<file path="config.mk">
export PLATFORM = sky130hd
export DESIGN_NAME = ckc_clock_controller
export DESIGN_NICKNAME = d
export VERILOG_FILES = /design/src/design/ckc_pkg.sv /design/src/design/ckc_clock_controller.sv
export SDC_FILE = /design/constraint.sdc
export NUM_CORES = 1
export LEC_CHECK = 0
export BUFFER_PORTS_ARGS = -buffer_cell sky130_fd_sc_hd__buf_2
export CAP_MARGIN = 20
export CORE_UTILIZATION = 55
export CTS_CLUSTER_SIZE = 20
export DETAILED_ROUTE_END_ITERATION = 16
export GPL_TIMING_DRIVEN = 0
export PLACE_DENSITY = 0.94
export SYNTH_ARGS = -nofsm -noshare
export SYNTH_HDL_FRONTEND = slang
export SYNTH_SLANG_ARGS = --single-unit
</file>
<file path="constraint.sdc">
create_clock -name clk_i -period 7.5 [get_ports clk_i]
set_clock_uncertainty 0.15 [all_clocks]
set_input_delay 0.75 -clock clk_i [delete_from_list [all_inputs] [get_ports clk_i]]
set_output_delay 0.75 -clock clk_i [all_outputs]
set_load 0.1 [all_outputs]
</file>
<file path="src/design/ckc_pkg.sv">
// ckc_pkg: register map, field positions, reset values, types
// assumes byte addressing on a 32-bit AXI4-Lite bus, one word per register
package ckc_pkg;

  // register indices and byte addresses (address = index * 4)
  localparam logic [7:0] CLOCK_CONTROL_IDX = 8'h8f;
  localparam logic [7:0] PLL_CONTROL_IDX = 8'he9;
  localparam logic [7:0] REF_DIVIDER_IDX = 8'hee;
  localparam logic [7:0] FB_DIVIDER_HIGH_IDX = 8'hef;
  localparam logic [11:0] CLOCK_CONTROL_ADDR = {2'h0, CLOCK_CONTROL_IDX, 2'h0};
  localparam logic [11:0] PLL_CONTROL_ADDR = {2'h0, PLL_CONTROL_IDX, 2'h0};
  localparam logic [11:0] REF_DIVIDER_ADDR = {2'h0, REF_DIVIDER_IDX, 2'h0};
  localparam logic [11:0] FB_DIVIDER_HIGH_ADDR =
    {2'h0, FB_DIVIDER_HIGH_IDX, 2'h0};

  // clock_control fields
  localparam int DOUBLE_SPEED_POS = 0;
  localparam int TIMER0_SEL_POS = 1;
  localparam int TIMER1_SEL_POS = 2;
  localparam int SERIAL_SEL_POS = 4;
  localparam int WATCHDOG_SEL_POS = 6;
  localparam int TWO_WIRE_SEL_POS = 7;
  localparam logic [7:0] CLOCK_CONTROL_RESET = 8'h00;

  // pll_control fields
  localparam int PLL_LOCK_POS = 0;
  localparam int PLL_ENABLE_POS = 1;
  localparam int PLL_RESET_POS = 3;
  localparam int FB_LOW_LSB_POS = 6;
  localparam logic [7:0] PLL_CONTROL_RESET = 8'h08;
  localparam logic [6:0] REF_DIVIDER_RESET = 7'h00;
  localparam logic [9:0] FB_DIVIDER_RESET = 10'h000;

  // timing counts
  localparam logic [2:0] MACHINE_CPU_CLOCKS = 3'h6;
  localparam int LOCK_PERIODS = 8;

  // bus answers
  localparam logic [1:0] RESP_OKAY = 2'h0;
  localparam logic [1:0] RESP_SLVERR = 2'h2;

  typedef enum logic [3:0] {
    PLL_HELD = 4'b0001,
    PLL_IDLE = 4'b0010,
    PLL_ACQUIRE = 4'b0100,
    PLL_LOCKED = 4'b1000
  } ckc_pll_state_t;

  // one-cycle clock enables handed to the rest of the chip
  typedef struct packed {
    logic cpu;
    logic periph;
    logic timer0;
    logic timer1;
    logic mem_card;
    logic adc;
    logic spi;
    logic port_sample;
    logic two_wire;
    logic watchdog;
    logic serial;
    logic pll_ref;
    logic pll_out;
    logic machine_cycle;
  } ckc_clk_en_t;

  // phase-frequency detector outputs
  typedef struct packed {
    logic up;
    logic down;
  } ckc_pfd_t;

endpackage

</file>
<file path="src/design/ckc_clock_controller.sv">
// ckc_clock_controller: oscillator-derived clock enables, speed select,
// per-peripheral source select, and the digital side of the pll
// assumes clk_i is the oscillator clock; the vco output arrives as a pin
// Functional notes
// RULE1: cpu, peripheral, pll reference gated by power mode
// RULE2: peripheral enable feeds timers, card, adc, spi, ports
// RULE3: speed select moves cpu and peripheral together
// RULE4: standard is osc/2, double speed is osc
// RULE5: reset starts in standard clocking
// RULE6: flash variant resets speed from fuse
// RULE7: bit 0 sets 12 or 6 periods per cycle
// RULE8: bit 7 puts two-wire on osc/2
// RULE9: bit 6 puts watchdog on osc/2
// RULE10: bit 4 puts serial modes 0/2 on osc/2
// RULE11: bit 2 puts timer 1 on osc/2
// RULE12: bit 1 puts timer 0 on osc/2
// RULE13: bits 5 and 3 reserved, never set
// RULE14: pll output feeds decoder, audio, usb
// RULE15: detector compares divided reference and feedback
// RULE16: pll enable bit starts pll clocking
// RULE17: lock flag follows lock, hardware cleared
// RULE18: software waits for lock before use
// RULE19: pll reset bit holds pll, set at reset
// RULE20: 7-bit reference, 10-bit feedback divider split
// RULE21: pll output silent while reset or disabled
// RULE22: speed change only on divider boundary
//
// Local design decision: register access over AXI4-Lite.
`timescale 1ns/10ps
module ckc_clock_controller #(
  parameter bit FLASH_VARIANT = 1'b1,
  parameter int LOCK_PERIODS = ckc_pkg::LOCK_PERIODS
) (
  // clock and reset
  input wire logic clk_i,
  input wire logic reset_i,
  // axi4-lite write address and data
  input wire logic [11:0] s_axi_awaddr_i,
  input wire logic s_axi_awvalid_i,
  output logic s_axi_awready_o,
  input wire logic [31:0] s_axi_wdata_i,
  input wire logic [3:0] s_axi_wstrb_i,
  input wire logic s_axi_wvalid_i,
  output logic s_axi_wready_o,
  // axi4-lite write response
  output logic [1:0] s_axi_bresp_o,
  output logic s_axi_bvalid_o,
  input wire logic s_axi_bready_i,
  // axi4-lite read
  input wire logic [11:0] s_axi_araddr_i,
  input wire logic s_axi_arvalid_i,
  output logic s_axi_arready_o,
  output logic [31:0] s_axi_rdata_o,
  output logic [1:0] s_axi_rresp_o,
  output logic s_axi_rvalid_o,
  input wire logic s_axi_rready_i,
  // fuse and power mode
  input wire logic boot_speed_fuse_i,
  input wire logic idle_i,
  input wire logic power_down_i,
  // vco output pin
  input wire logic vco_clk_i,
  // clock enables and detector
  output ckc_pkg::ckc_clk_en_t clk_en_o,
  output ckc_pkg::ckc_pfd_t pfd_o
);

  initial begin
    if (LOCK_PERIODS < 1 || LOCK_PERIODS > 255) begin
      $error("LOCK_PERIODS must be 1..255");
    end
  end

  localparam logic [7:0] LOCK_LAST = 8'(LOCK_PERIODS - 1);

  // divider step: wraps at the limit when ticked
  function automatic logic [9:0] div_next(input logic [9:0] cnt,
                                          input logic [9:0] lim,
                                          input logic tick);
    div_next = cnt;
    if (tick) begin
      div_next = (cnt == lim) ? 10'h000 : 10'(cnt + 10'h001);
    end
  endfunction

  // registers
  logic [7:0] clock_control;
  logic pll_enable_bit;
  logic pll_reset_bit;
  logic [6:0] reference_divider;
  logic [9:0] feedback_divider;

  // ---------------- axi4-lite slave ----------------
  logic aw_full;
  logic w_full;
  logic [11:0] aw_addr;
  logic [31:0] w_data;
  logic [3:0] w_strb;
  logic do_write;
  logic wr_clock_control;
  logic wr_pll_control;
  logic wr_ref_div;
  logic wr_fb_high;
  logic wr_mapped;
  logic wr_low;
  logic rd_take;
  logic [7:0] rd_byte;
  logic rd_mapped;
  logic [7:0] pll_control_view;
  ckc_pkg::ckc_pll_state_t pll_state;

  assign s_axi_awready_o = !aw_full && !s_axi_bvalid_o;
  assign s_axi_wready_o = !w_full && !s_axi_bvalid_o;
  assign s_axi_arready_o = !s_axi_rvalid_o;
  assign do_write = aw_full && w_full && !s_axi_bvalid_o;
  assign wr_low = do_write && w_strb[0];
  assign wr_clock_control = wr_low &&
    (aw_addr == ckc_pkg::CLOCK_CONTROL_ADDR);
  assign wr_pll_control = wr_low && (aw_addr == ckc_pkg::PLL_CONTROL_ADDR);
  assign wr_ref_div = wr_low && (aw_addr == ckc_pkg::REF_DIVIDER_ADDR);
  assign wr_fb_high = wr_low && (aw_addr == ckc_pkg::FB_DIVIDER_HIGH_ADDR);
  assign wr_mapped = (aw_addr == ckc_pkg::CLOCK_CONTROL_ADDR) ||
    (aw_addr == ckc_pkg::PLL_CONTROL_ADDR) ||
    (aw_addr == ckc_pkg::REF_DIVIDER_ADDR) ||
    (aw_addr == ckc_pkg::FB_DIVIDER_HIGH_ADDR);
  assign rd_take = s_axi_arvalid_i && s_axi_arready_o;

  // lock flag is the locked state itself
  assign pll_control_view = {feedback_divider[1:0], 2'h0, pll_reset_bit,
    1'b0, pll_enable_bit, pll_state == ckc_pkg::PLL_LOCKED};

  always_comb begin
    rd_byte = 8'h00;
    rd_mapped = 1'b1;
    if (s_axi_araddr_i == ckc_pkg::CLOCK_CONTROL_ADDR) begin
      // RULE13 reserved bits read 0
      rd_byte = clock_control & 8'hd7;
    end else if (s_axi_araddr_i == ckc_pkg::PLL_CONTROL_ADDR) begin
      rd_byte = pll_control_view;
    end else if (s_axi_araddr_i == ckc_pkg::REF_DIVIDER_ADDR) begin
      rd_byte = {1'b0, reference_divider};
    end else if (s_axi_araddr_i == ckc_pkg::FB_DIVIDER_HIGH_ADDR) begin
      rd_byte = feedback_divider[9:2];
    end else begin
      rd_mapped = 1'b0;
    end
  end

  always_ff @(posedge clk_i) begin
    if (reset_i) begin
      aw_full <= 1'b0;
      aw_addr <= 12'h000;
    end else if (s_axi_awvalid_i && s_axi_awready_o) begin
      aw_full <= 1'b1;
      aw_addr <= s_axi_awaddr_i;
    end else if (do_write) begin
      aw_full <= 1'b0;
    end
  end

  always_ff @(posedge clk_i) begin
    if (reset_i) begin
      w_full <= 1'b0;
      w_data <= 32'h0000_0000;
      w_strb <= 4'h0;
    end else if (s_axi_wvalid_i && s_axi_wready_o) begin
      w_full <= 1'b1;
      w_data <= s_axi_wdata_i;
      w_strb <= s_axi_wstrb_i;
    end else if (do_write) begin
      w_full <= 1'b0;
    end
  end

  always_ff @(posedge clk_i) begin
    if (reset_i) begin
      s_axi_bvalid_o <= 1'b0;
      s_axi_bresp_o <= ckc_pkg::RESP_OKAY;
    end else if (do_write) begin
      s_axi_bvalid_o <= 1'b1;
      s_axi_bresp_o <= wr_mapped ? ckc_pkg::RESP_OKAY : ckc_pkg::RESP_SLVERR;
    end else if (s_axi_bready_i) begin
      s_axi_bvalid_o <= 1'b0;
    end
  end

  always_ff @(posedge clk_i) begin
    if (reset_i) begin
      s_axi_rvalid_o <= 1'b0;
      s_axi_rdata_o <= 32'h0000_0000;
      s_axi_rresp_o <= ckc_pkg::RESP_OKAY;
    end else if (rd_take) begin
      s_axi_rvalid_o <= 1'b1;
      s_axi_rdata_o <= {24'h00_0000, rd_byte};
      s_axi_rresp_o <= rd_mapped ? ckc_pkg::RESP_OKAY : ckc_pkg::RESP_SLVERR;
    end else if (s_axi_rready_i) begin
      s_axi_rvalid_o <= 1'b0;
    end
  end

  // ---------------- register file ----------------
  always_ff @(posedge clk_i) begin
    if (reset_i) begin
      // RULE5 standard after reset
      clock_control <= ckc_pkg::CLOCK_CONTROL_RESET;
      // RULE6 fuse sets speed on flash
      clock_control[ckc_pkg::DOUBLE_SPEED_POS] <=
        FLASH_VARIANT & boot_speed_fuse_i;
    end else if (wr_clock_control) begin
      // RULE13 reserved bits never stored
      clock_control <= w_data[7:0] & 8'hd7;
    end
  end

  always_ff @(posedge clk_i) begin
    if (reset_i) begin
      // RULE19 pll reset bit set
      pll_reset_bit <= ckc_pkg::PLL_CONTROL_RESET[ckc_pkg::PLL_RESET_POS];
      pll_enable_bit <= ckc_pkg::PLL_CONTROL_RESET[ckc_pkg::PLL_ENABLE_POS];
      reference_divider <= ckc_pkg::REF_DIVIDER_RESET;
      feedback_divider <= ckc_pkg::FB_DIVIDER_RESET;
    end else begin
      if (wr_pll_control) begin
        pll_reset_bit <= w_data[ckc_pkg::PLL_RESET_POS];
        pll_enable_bit <= w_data[ckc_pkg::PLL_ENABLE_POS];
        // RULE20 two low feedback bits
        feedback_divider[1:0] <=
          w_data[ckc_pkg::FB_LOW_LSB_POS +: 2];
      end
      if (wr_ref_div) begin
        // RULE20 seven-bit reference divider
        reference_divider <= w_data[6:0];
      end
      if (wr_fb_high) begin
        feedback_divider[9:2] <= w_data[7:0];
      end
    end
  end

  // ---------------- cpu / peripheral enables ----------------
  logic half_en;
  logic speed_active;
  logic [2:0] mc_cnt;
  logic cpu_raw;
  logic per_raw;
  logic per_gate;
  ckc_pkg::ckc_clk_en_t next_clk_en;

  always_ff @(posedge clk_i) begin
    if (reset_i) begin
      half_en <= 1'b0;
      speed_active <= 1'b0;
    end else begin
      half_en <= !half_en;
      // RULE22 switch on divider boundary
      if (half_en) begin
        speed_active <= clock_control[ckc_pkg::DOUBLE_SPEED_POS];
      end
    end
  end

  // RULE3 one select for both
  // RULE4 osc or osc/2
  assign cpu_raw = speed_active ? 1'b1 : half_en;
  assign per_raw = cpu_raw;
  assign per_gate = per_raw && !power_down_i;

  always_ff @(posedge clk_i) begin
    if (reset_i) begin
      mc_cnt <= 3'h0;
    end else if (next_clk_en.cpu) begin
      mc_cnt <= (mc_cnt == ckc_pkg::MACHINE_CPU_CLOCKS - 3'h1) ?
        3'h0 : 3'(mc_cnt + 3'h1);
    end
  end

  // ---------------- pll digital part ----------------
  logic vco_s1;
  logic vco_s2;
  logic vco_s3;
  logic vco_level;
  logic vco_rise;
  logic pll_run;
  logic ref_tick;
  logic fb_tick;
  logic [9:0] ref_cnt;
  logic [9:0] fb_cnt;
  logic [1:0] fb_seen;
  logic period_ok;
  logic [7:0] lock_cnt;
  logic up_pend;
  logic down_pend;
  ckc_pkg::ckc_pll_state_t next_pll_state;

  always_ff @(posedge clk_i) begin
    if (reset_i) begin
      vco_s1 <= 1'b0;
      vco_s2 <= 1'b0;
      vco_s3 <= 1'b0;
      vco_level <= 1'b0;
    end else begin
      vco_s1 <= vco_clk_i;
      vco_s2 <= vco_s1;
      vco_s3 <= vco_s2;
      if (vco_s2 == vco_s3) begin
        vco_level <= vco_s3;
      end
    end
  end

  assign vco_rise = (vco_s2 == vco_s3) && vco_s3 && !vco_level;
  // RULE16 enable bit runs the pll
  assign pll_run = (pll_state == ckc_pkg::PLL_ACQUIRE) ||
    (pll_state == ckc_pkg::PLL_LOCKED);
  // RULE1 reference gated in power-down
  assign ref_tick = pll_run && !power_down_i &&
    (ref_cnt == {3'h0, reference_divider});
  assign fb_tick = pll_run && vco_rise && (fb_cnt == feedback_divider);
  assign period_ok = (fb_seen == 2'h1) && !fb_tick ||
    (fb_seen == 2'h0) && fb_tick;

  always_ff @(posedge clk_i) begin
    if (reset_i || !pll_run) begin
      ref_cnt <= 10'h000;
      fb_cnt <= 10'h000;
      fb_seen <= 2'h0;
    end else begin
      // RULE20 reference and feedback dividers
      ref_cnt <= div_next(ref_cnt, {3'h0, reference_divider}, !power_down_i);
      fb_cnt <= div_next(fb_cnt, feedback_divider, vco_rise);
      if (ref_tick) begin
        fb_seen <= 2'h0;
      end else if (fb_tick && fb_seen != 2'h2) begin
        fb_seen <= 2'(fb_seen + 2'h1);
      end
    end
  end

  // RULE15 edge order decides up or down
  always_ff @(posedge clk_i) begin
    if (reset_i || !pll_run) begin
      up_pend <= 1'b0;
      down_pend <= 1'b0;
    end else begin
      up_pend <= (up_pend || ref_tick) && !(down_pend || fb_tick);
      down_pend <= (down_pend || fb_tick) && !(up_pend || ref_tick);
    end
  end

  always_comb begin
    next_pll_state = pll_state;
    case (pll_state)
      ckc_pkg::PLL_HELD: begin
        if (!pll_reset_bit) begin
          next_pll_state = ckc_pkg::PLL_IDLE;
        end
      end
      ckc_pkg::PLL_IDLE: begin
        if (pll_reset_bit) begin
          next_pll_state = ckc_pkg::PLL_HELD;
        end else if (pll_enable_bit) begin
          next_pll_state = ckc_pkg::PLL_ACQUIRE;
        end
      end
      ckc_pkg::PLL_ACQUIRE: begin
        if (pll_reset_bit) begin
          next_pll_state = ckc_pkg::PLL_HELD;
        end else if (!pll_enable_bit) begin
          next_pll_state = ckc_pkg::PLL_IDLE;
        end else if (ref_tick && period_ok && lock_cnt == LOCK_LAST) begin
          next_pll_state = ckc_pkg::PLL_LOCKED;
        end
      end
      ckc_pkg::PLL_LOCKED: begin
        // RULE17 lock lost clears flag
        if (pll_reset_bit) begin
          next_pll_state = ckc_pkg::PLL_HELD;
        end else if (!pll_enable_bit) begin
          next_pll_state = ckc_pkg::PLL_IDLE;
        end else if (ref_tick && !period_ok) begin
          next_pll_state = ckc_pkg::PLL_ACQUIRE;
        end
      end
      default: next_pll_state = ckc_pkg::PLL_HELD;
    endcase
  end

  always_ff @(posedge clk_i) begin
    if (reset_i) begin
      pll_state <= ckc_pkg::PLL_HELD;
      lock_cnt <= 8'h00;
    end else begin
      pll_state <= next_pll_state;
      // RULE17 count good periods to lock
      if (pll_state != ckc_pkg::PLL_ACQUIRE || (ref_tick && !period_ok)) begin
        lock_cnt <= 8'h00;
      end else if (ref_tick && lock_cnt != LOCK_LAST) begin
        lock_cnt <= 8'(lock_cnt + 8'h01);
      end
    end
  end

  // ---------------- enable outputs ----------------
  always_comb begin
    // RULE1 cpu stops in idle and power-down
    next_clk_en.cpu = cpu_raw && !idle_i && !power_down_i;
    next_clk_en.periph = per_gate;
    // RULE2 peripheral enable derived
    next_clk_en.mem_card = per_gate;
    next_clk_en.adc = per_gate;
    next_clk_en.spi = per_gate;
    next_clk_en.port_sample = per_gate;
    // RULE12 timer 0 source
    next_clk_en.timer0 = clock_control[ckc_pkg::TIMER0_SEL_POS] ?
      half_en && !power_down_i : per_gate;
    // RULE11 timer 1 source
    next_clk_en.timer1 = clock_control[ckc_pkg::TIMER1_SEL_POS] ?
      half_en && !power_down_i : per_gate;
    // RULE10 serial source
    next_clk_en.serial = clock_control[ckc_pkg::SERIAL_SEL_POS] ?
      half_en && !power_down_i : per_gate;
    // RULE9 watchdog source
    next_clk_en.watchdog = clock_control[ckc_pkg::WATCHDOG_SEL_POS] ?
      half_en && !power_down_i : per_gate;
    // RULE8 two-wire source
    next_clk_en.two_wire = clock_control[ckc_pkg::TWO_WIRE_SEL_POS] ?
      half_en && !power_down_i : per_gate;
    next_clk_en.pll_ref = ref_tick;
    // RULE14 vco ticks to decoder, audio, usb
    // RULE21 silent unless running
    next_clk_en.pll_out = pll_run && vco_rise;
    // RULE7 six cpu clocks per cycle
    next_clk_en.machine_cycle = next_clk_en.cpu &&
      (mc_cnt == ckc_pkg::MACHINE_CPU_CLOCKS - 3'h1);
  end

  always_ff @(posedge clk_i) begin
    if (reset_i) begin
      clk_en_o <= '0;
      pfd_o <= '0;
    end else begin
      clk_en_o <= next_clk_en;
      pfd_o.up <= up_pend;
      pfd_o.down <= down_pend;
    end
  end

endmodule // ckc_clock_controller

</file>
==> metrics.log <==
[metrics] endpoints failing hold: 0
[metrics] Antenna Cells: 0
[metrics] Layout Cell Area excl Fill: around 6400 µm²
[metrics] clk sink count: 117
[metrics] kind of critical path: reg -> reg
[metrics] clock tree from TritonCTS: yes
[metrics] Post-Place Cells: around 790
[metrics] library cell occupying the most area in the post-synthesis netlist: dfxtp_1
[metrics] area of the die: 9831 µm²
[metrics] average cell area after synthesis: 8.981 µm²
[metrics] post-synthesis sequential element count: 117
[metrics] top-level port count: 128
[metrics] path category of the worst min-delay check: in -> reg
[metrics] Antenna Nets Post-Route: 0
[metrics] drt pass-1 iters: 8
[metrics] Final TNS setup: 0 ns
[metrics] buffer type at the clock tree root: clkbuf_8
[metrics] number of CTS-inserted buffers: 17
[metrics] fillcell total: 653
[metrics] slew at the pin closest to its max-slew limit: roughly 0.66 ns
[metrics] starting utilization of the core area: 0.5645
[metrics] via count of the first global-routing pass: 4,468
[metrics] number of max-slew violations in the final report: 0
[metrics] number of buffers inserted for hold repair after clock tree synthesis: 0
[metrics] simple-gate share of the synthesized area: 0.2292
[metrics] per-cell via count in the routed design: about 5.6
[metrics] Placed Instance Area: 5794 µm²
[metrics] Max Clock Freq: 0.3611 GHz
[metrics] H-tree depth reported by CTS: 4
[metrics] PortBufs: 73
[metrics] clock transition at the registers of the reported paths: 0.05 ns
[metrics] global placer's final weighted congestion: roughly 0.87
[metrics] final cell count without fillers: 821
[metrics] largest fanout on the critical path: 8
[metrics] signed area change from the synthesized netlist to the final layout: 23.93%
[metrics] multiplexer area fraction after synthesis: 0.06411
[metrics] critical path data required time: roughly 7.8 ns
[metrics] setup repair after global routing missed its margin: no
[metrics] peak supply drop: roughly 160 µV
[metrics] wire length reported by the detailed router: approximately 13 mm
[metrics] share of synthesized registers carrying an async set or reset: 0
[metrics] Worst-Skew Late Latency: 0.52 ns
[metrics] post-CTS setup repair buffer count: 0
[metrics] Cell Rows: 35
[metrics] share of layout cells above drive strength 1: 0.2183
[metrics] leakage power total: around 2.8 nW
[metrics] post-layout worst setup margin: 4.731 ns
[metrics] number of antenna violations at the first check in global routing: 0
[metrics] cell area after synthesis: approximately 5200 µm²
[metrics] post-synthesis xor/xnor area fraction: 0.07255
[metrics] Startpoint Class: flop
[metrics] clock tree buffer depth: 2
[metrics] Residual DRC: 0
[metrics] die height: 99.15 µm
[metrics] worst-case setup slack after placement: 4.352 ns
[metrics] time the worst path needs with I/O delays and setup: 2.769 ns
[metrics] compound-cell area share of the yosys netlist: 0.08990
[metrics] Final Cycle Share: 0.3693
[metrics] number of flops mapped to enable cells by yosys: 1
[metrics] die extent in x: 99.15 µm
[metrics] global-route wire length before repair: 21.13 mm
[metrics] status: completed
[metrics] Yosys top cell area share: 0.4473
[metrics] Yosys warnings: 0
[metrics] power density over cell area: approximately 280 nW/µm²
[metrics] number of gates given a new drive strength after cts: 0
[metrics] number of max-cap violations: 0
[metrics] All-Layer GR Usage: 0.2772
[metrics] kind of capture point of the worst setup path: flop
[metrics] Net count, final: 775
[metrics] Detail Placement HPWL: 8.839 mm
[metrics] detail-routed net length per standard cell: 15.82 µm
[metrics] maximum number of pins on one net before global-route repair: 17
[metrics] vias after detailed routing: 4,582
[metrics] commonest register cell after synthesis: dfxtp_1
[metrics] dominant combinational cell family by area after synthesis: simple AND/OR/NAND/NOR gates
[metrics] headroom to the max-slew limit: 0.5557
[metrics] number of DRC markers after the initial detailed-route iteration: 337
[metrics] global route total overflow: 0
[metrics] top cells by area, synth: dfxtp_1 (45%), nor2_1 (6.5%), mux2i_1 (6.0%)
[metrics] cells after synthesis: 578
[metrics] fraction of the yosys area taken by sequential cells: 0.4531
[metrics] arrival time at the worst endpoint: between 3 and 4 ns
[metrics] number of endpoints failing setup at the final stage: 0
[metrics] count of unique library cells instantiated by Yosys: between 50 and 60
[metrics] area share of fa/ha/maj cells after synthesis: 0.01687
[metrics] core region area: around 9200 µm²
[metrics] hold slack: 0.2506 ns
area by class of cell:
class	count	area (µm²)	share of cell area
Multi-Input combinational cell	426	2551	0.3965
Inverter	8	30.03	0.004667
Buffer	52	351.6	0.05465
Tap cell	111	138.9	0.02159
Clock inverter	8	143.9	0.02236
Sequential cell	117	2352	0.3656
Timing Repair Buffer	75	375.4	0.05834
Clock buffer	24	490.5	0.07623
where the power goes:
group          internal, mW  switching, mW
sequential            0.645         0.0150
clock                 0.583          0.280
combinational        0.0818          0.199
cell usage in the layout (no fill, tap or decap), types with 8 or more instances in the layout:
| master | instances |
|---|---|
| buf_2 | 75 |
| nor2_1 | 90 |
| buf_4 | 31 |
| xnor2_1 | 18 |
| inv_1 | 8 |
| nor3_1 | 8 |
| clkbuf_16 | 16 |
| clkbuf_1 | 20 |
| nor2b_1 | 14 |
| and3_1 | 10 |
| mux2i_1 | 31 |
| nand2_1 | 69 |
| nand4_1 | 10 |
| conb_1 | 26 |
| dfxtp_1 | 116 |
| xor2_1 | 25 |
| a21oi_1 | 38 |
layer usage:
layer	up-vias	part of all wire	GRT usage	routed length, µm
met2	228	0.50	0.4820	6545
met3	34	0.073	0.08011	946
met4	0	0.025	0.1357	326
met1	2151	0.40	0.3126	5166
li1	2169	-	-	-
met5	-	0	0	0
critical path: stages (launching register included):
cell and delay [ns]:
dfxtp_1 0.31, buf_2 0.19, xor2_1 0.39, nand3_1 0.16, nor4_1 0.37, mux2_2 0.44
a211oi_4 0.30, a21oi_1 0.13, a211oi_1 0.23
state kept, by name (all words and copies together) (netlist names), 2 cells and up:
| signal | cells |
|---|---|
| feedback_divider | 10 |
| pll_state | 4 |
| s_axi_rdata_o | 8 |
| lock_cnt | 8 |
| fb_seen | 2 |
| mc_cnt | 3 |
| ref_cnt | 10 |
| fb_cnt | 10 |
| aw_addr | 12 |
| clk_en_o | 10 |
| clock_control | 6 |
| reference_divider | 7 |
| pfd_o | 2 |
| w_data | 8 |
Yosys cell counts (4+ instances only):
cell      count
ha_1          7
nor4b_1       5
buf_4        31
xnor2_1      18
nor3b_1       5
o21ai_0       6
nor2_1       90
clkbuf_1     18
a21oi_1      38
nor2b_1      14
xor2_1       25
nor4_1        4
nand3_1       4
and3_1       10
mux2i_1      31
inv_1         8
dfxtp_1     116
a211oi_1      7
nand2_1      69
nand4_1      10
nor3_1        8
a222oi_1      7
path summary, 6_finish.rpt:
check	start	to	slack (ns)	cells past startpoint
worst min register to register	vco_s1$_SDFF_PP0_	vco_s2$_SDFF_PP0_	0.29	1
worst min-delay path	s_axi_rready_i	s_axi_rvalid_o$_SDFFE_PP0P_	0.25	2
worst max-delay path	pll_state[2]$_SDFFE_PP0P_	pll_state[3]$_SDFFE_PP0P_	4.73	8
worst max register to register	pll_state[2]$_SDFFE_PP0P_	pll_state[3]$_SDFFE_PP0P_	4.73	8
cells by family after synthesis:
logic type | Yosys count
other cells | 1
mux | 33
buf+inv | 60
fa+ha+maj | 7
xor+xnor | 43
flops | 117
simple gates | 245
compound gates | 72
metrics by stage:
step | util | power (mW)
after floorplan | - | 0.9005
after global placement | 0.6295 | 0.9377
after detailed placement | 0.6301 | 0.9451
after CTS | 0.6990 | 1.802
after global routing | 0.6996 | 1.851
final | 0.6996 | 1.803
(Power assumes the default switching activity.)
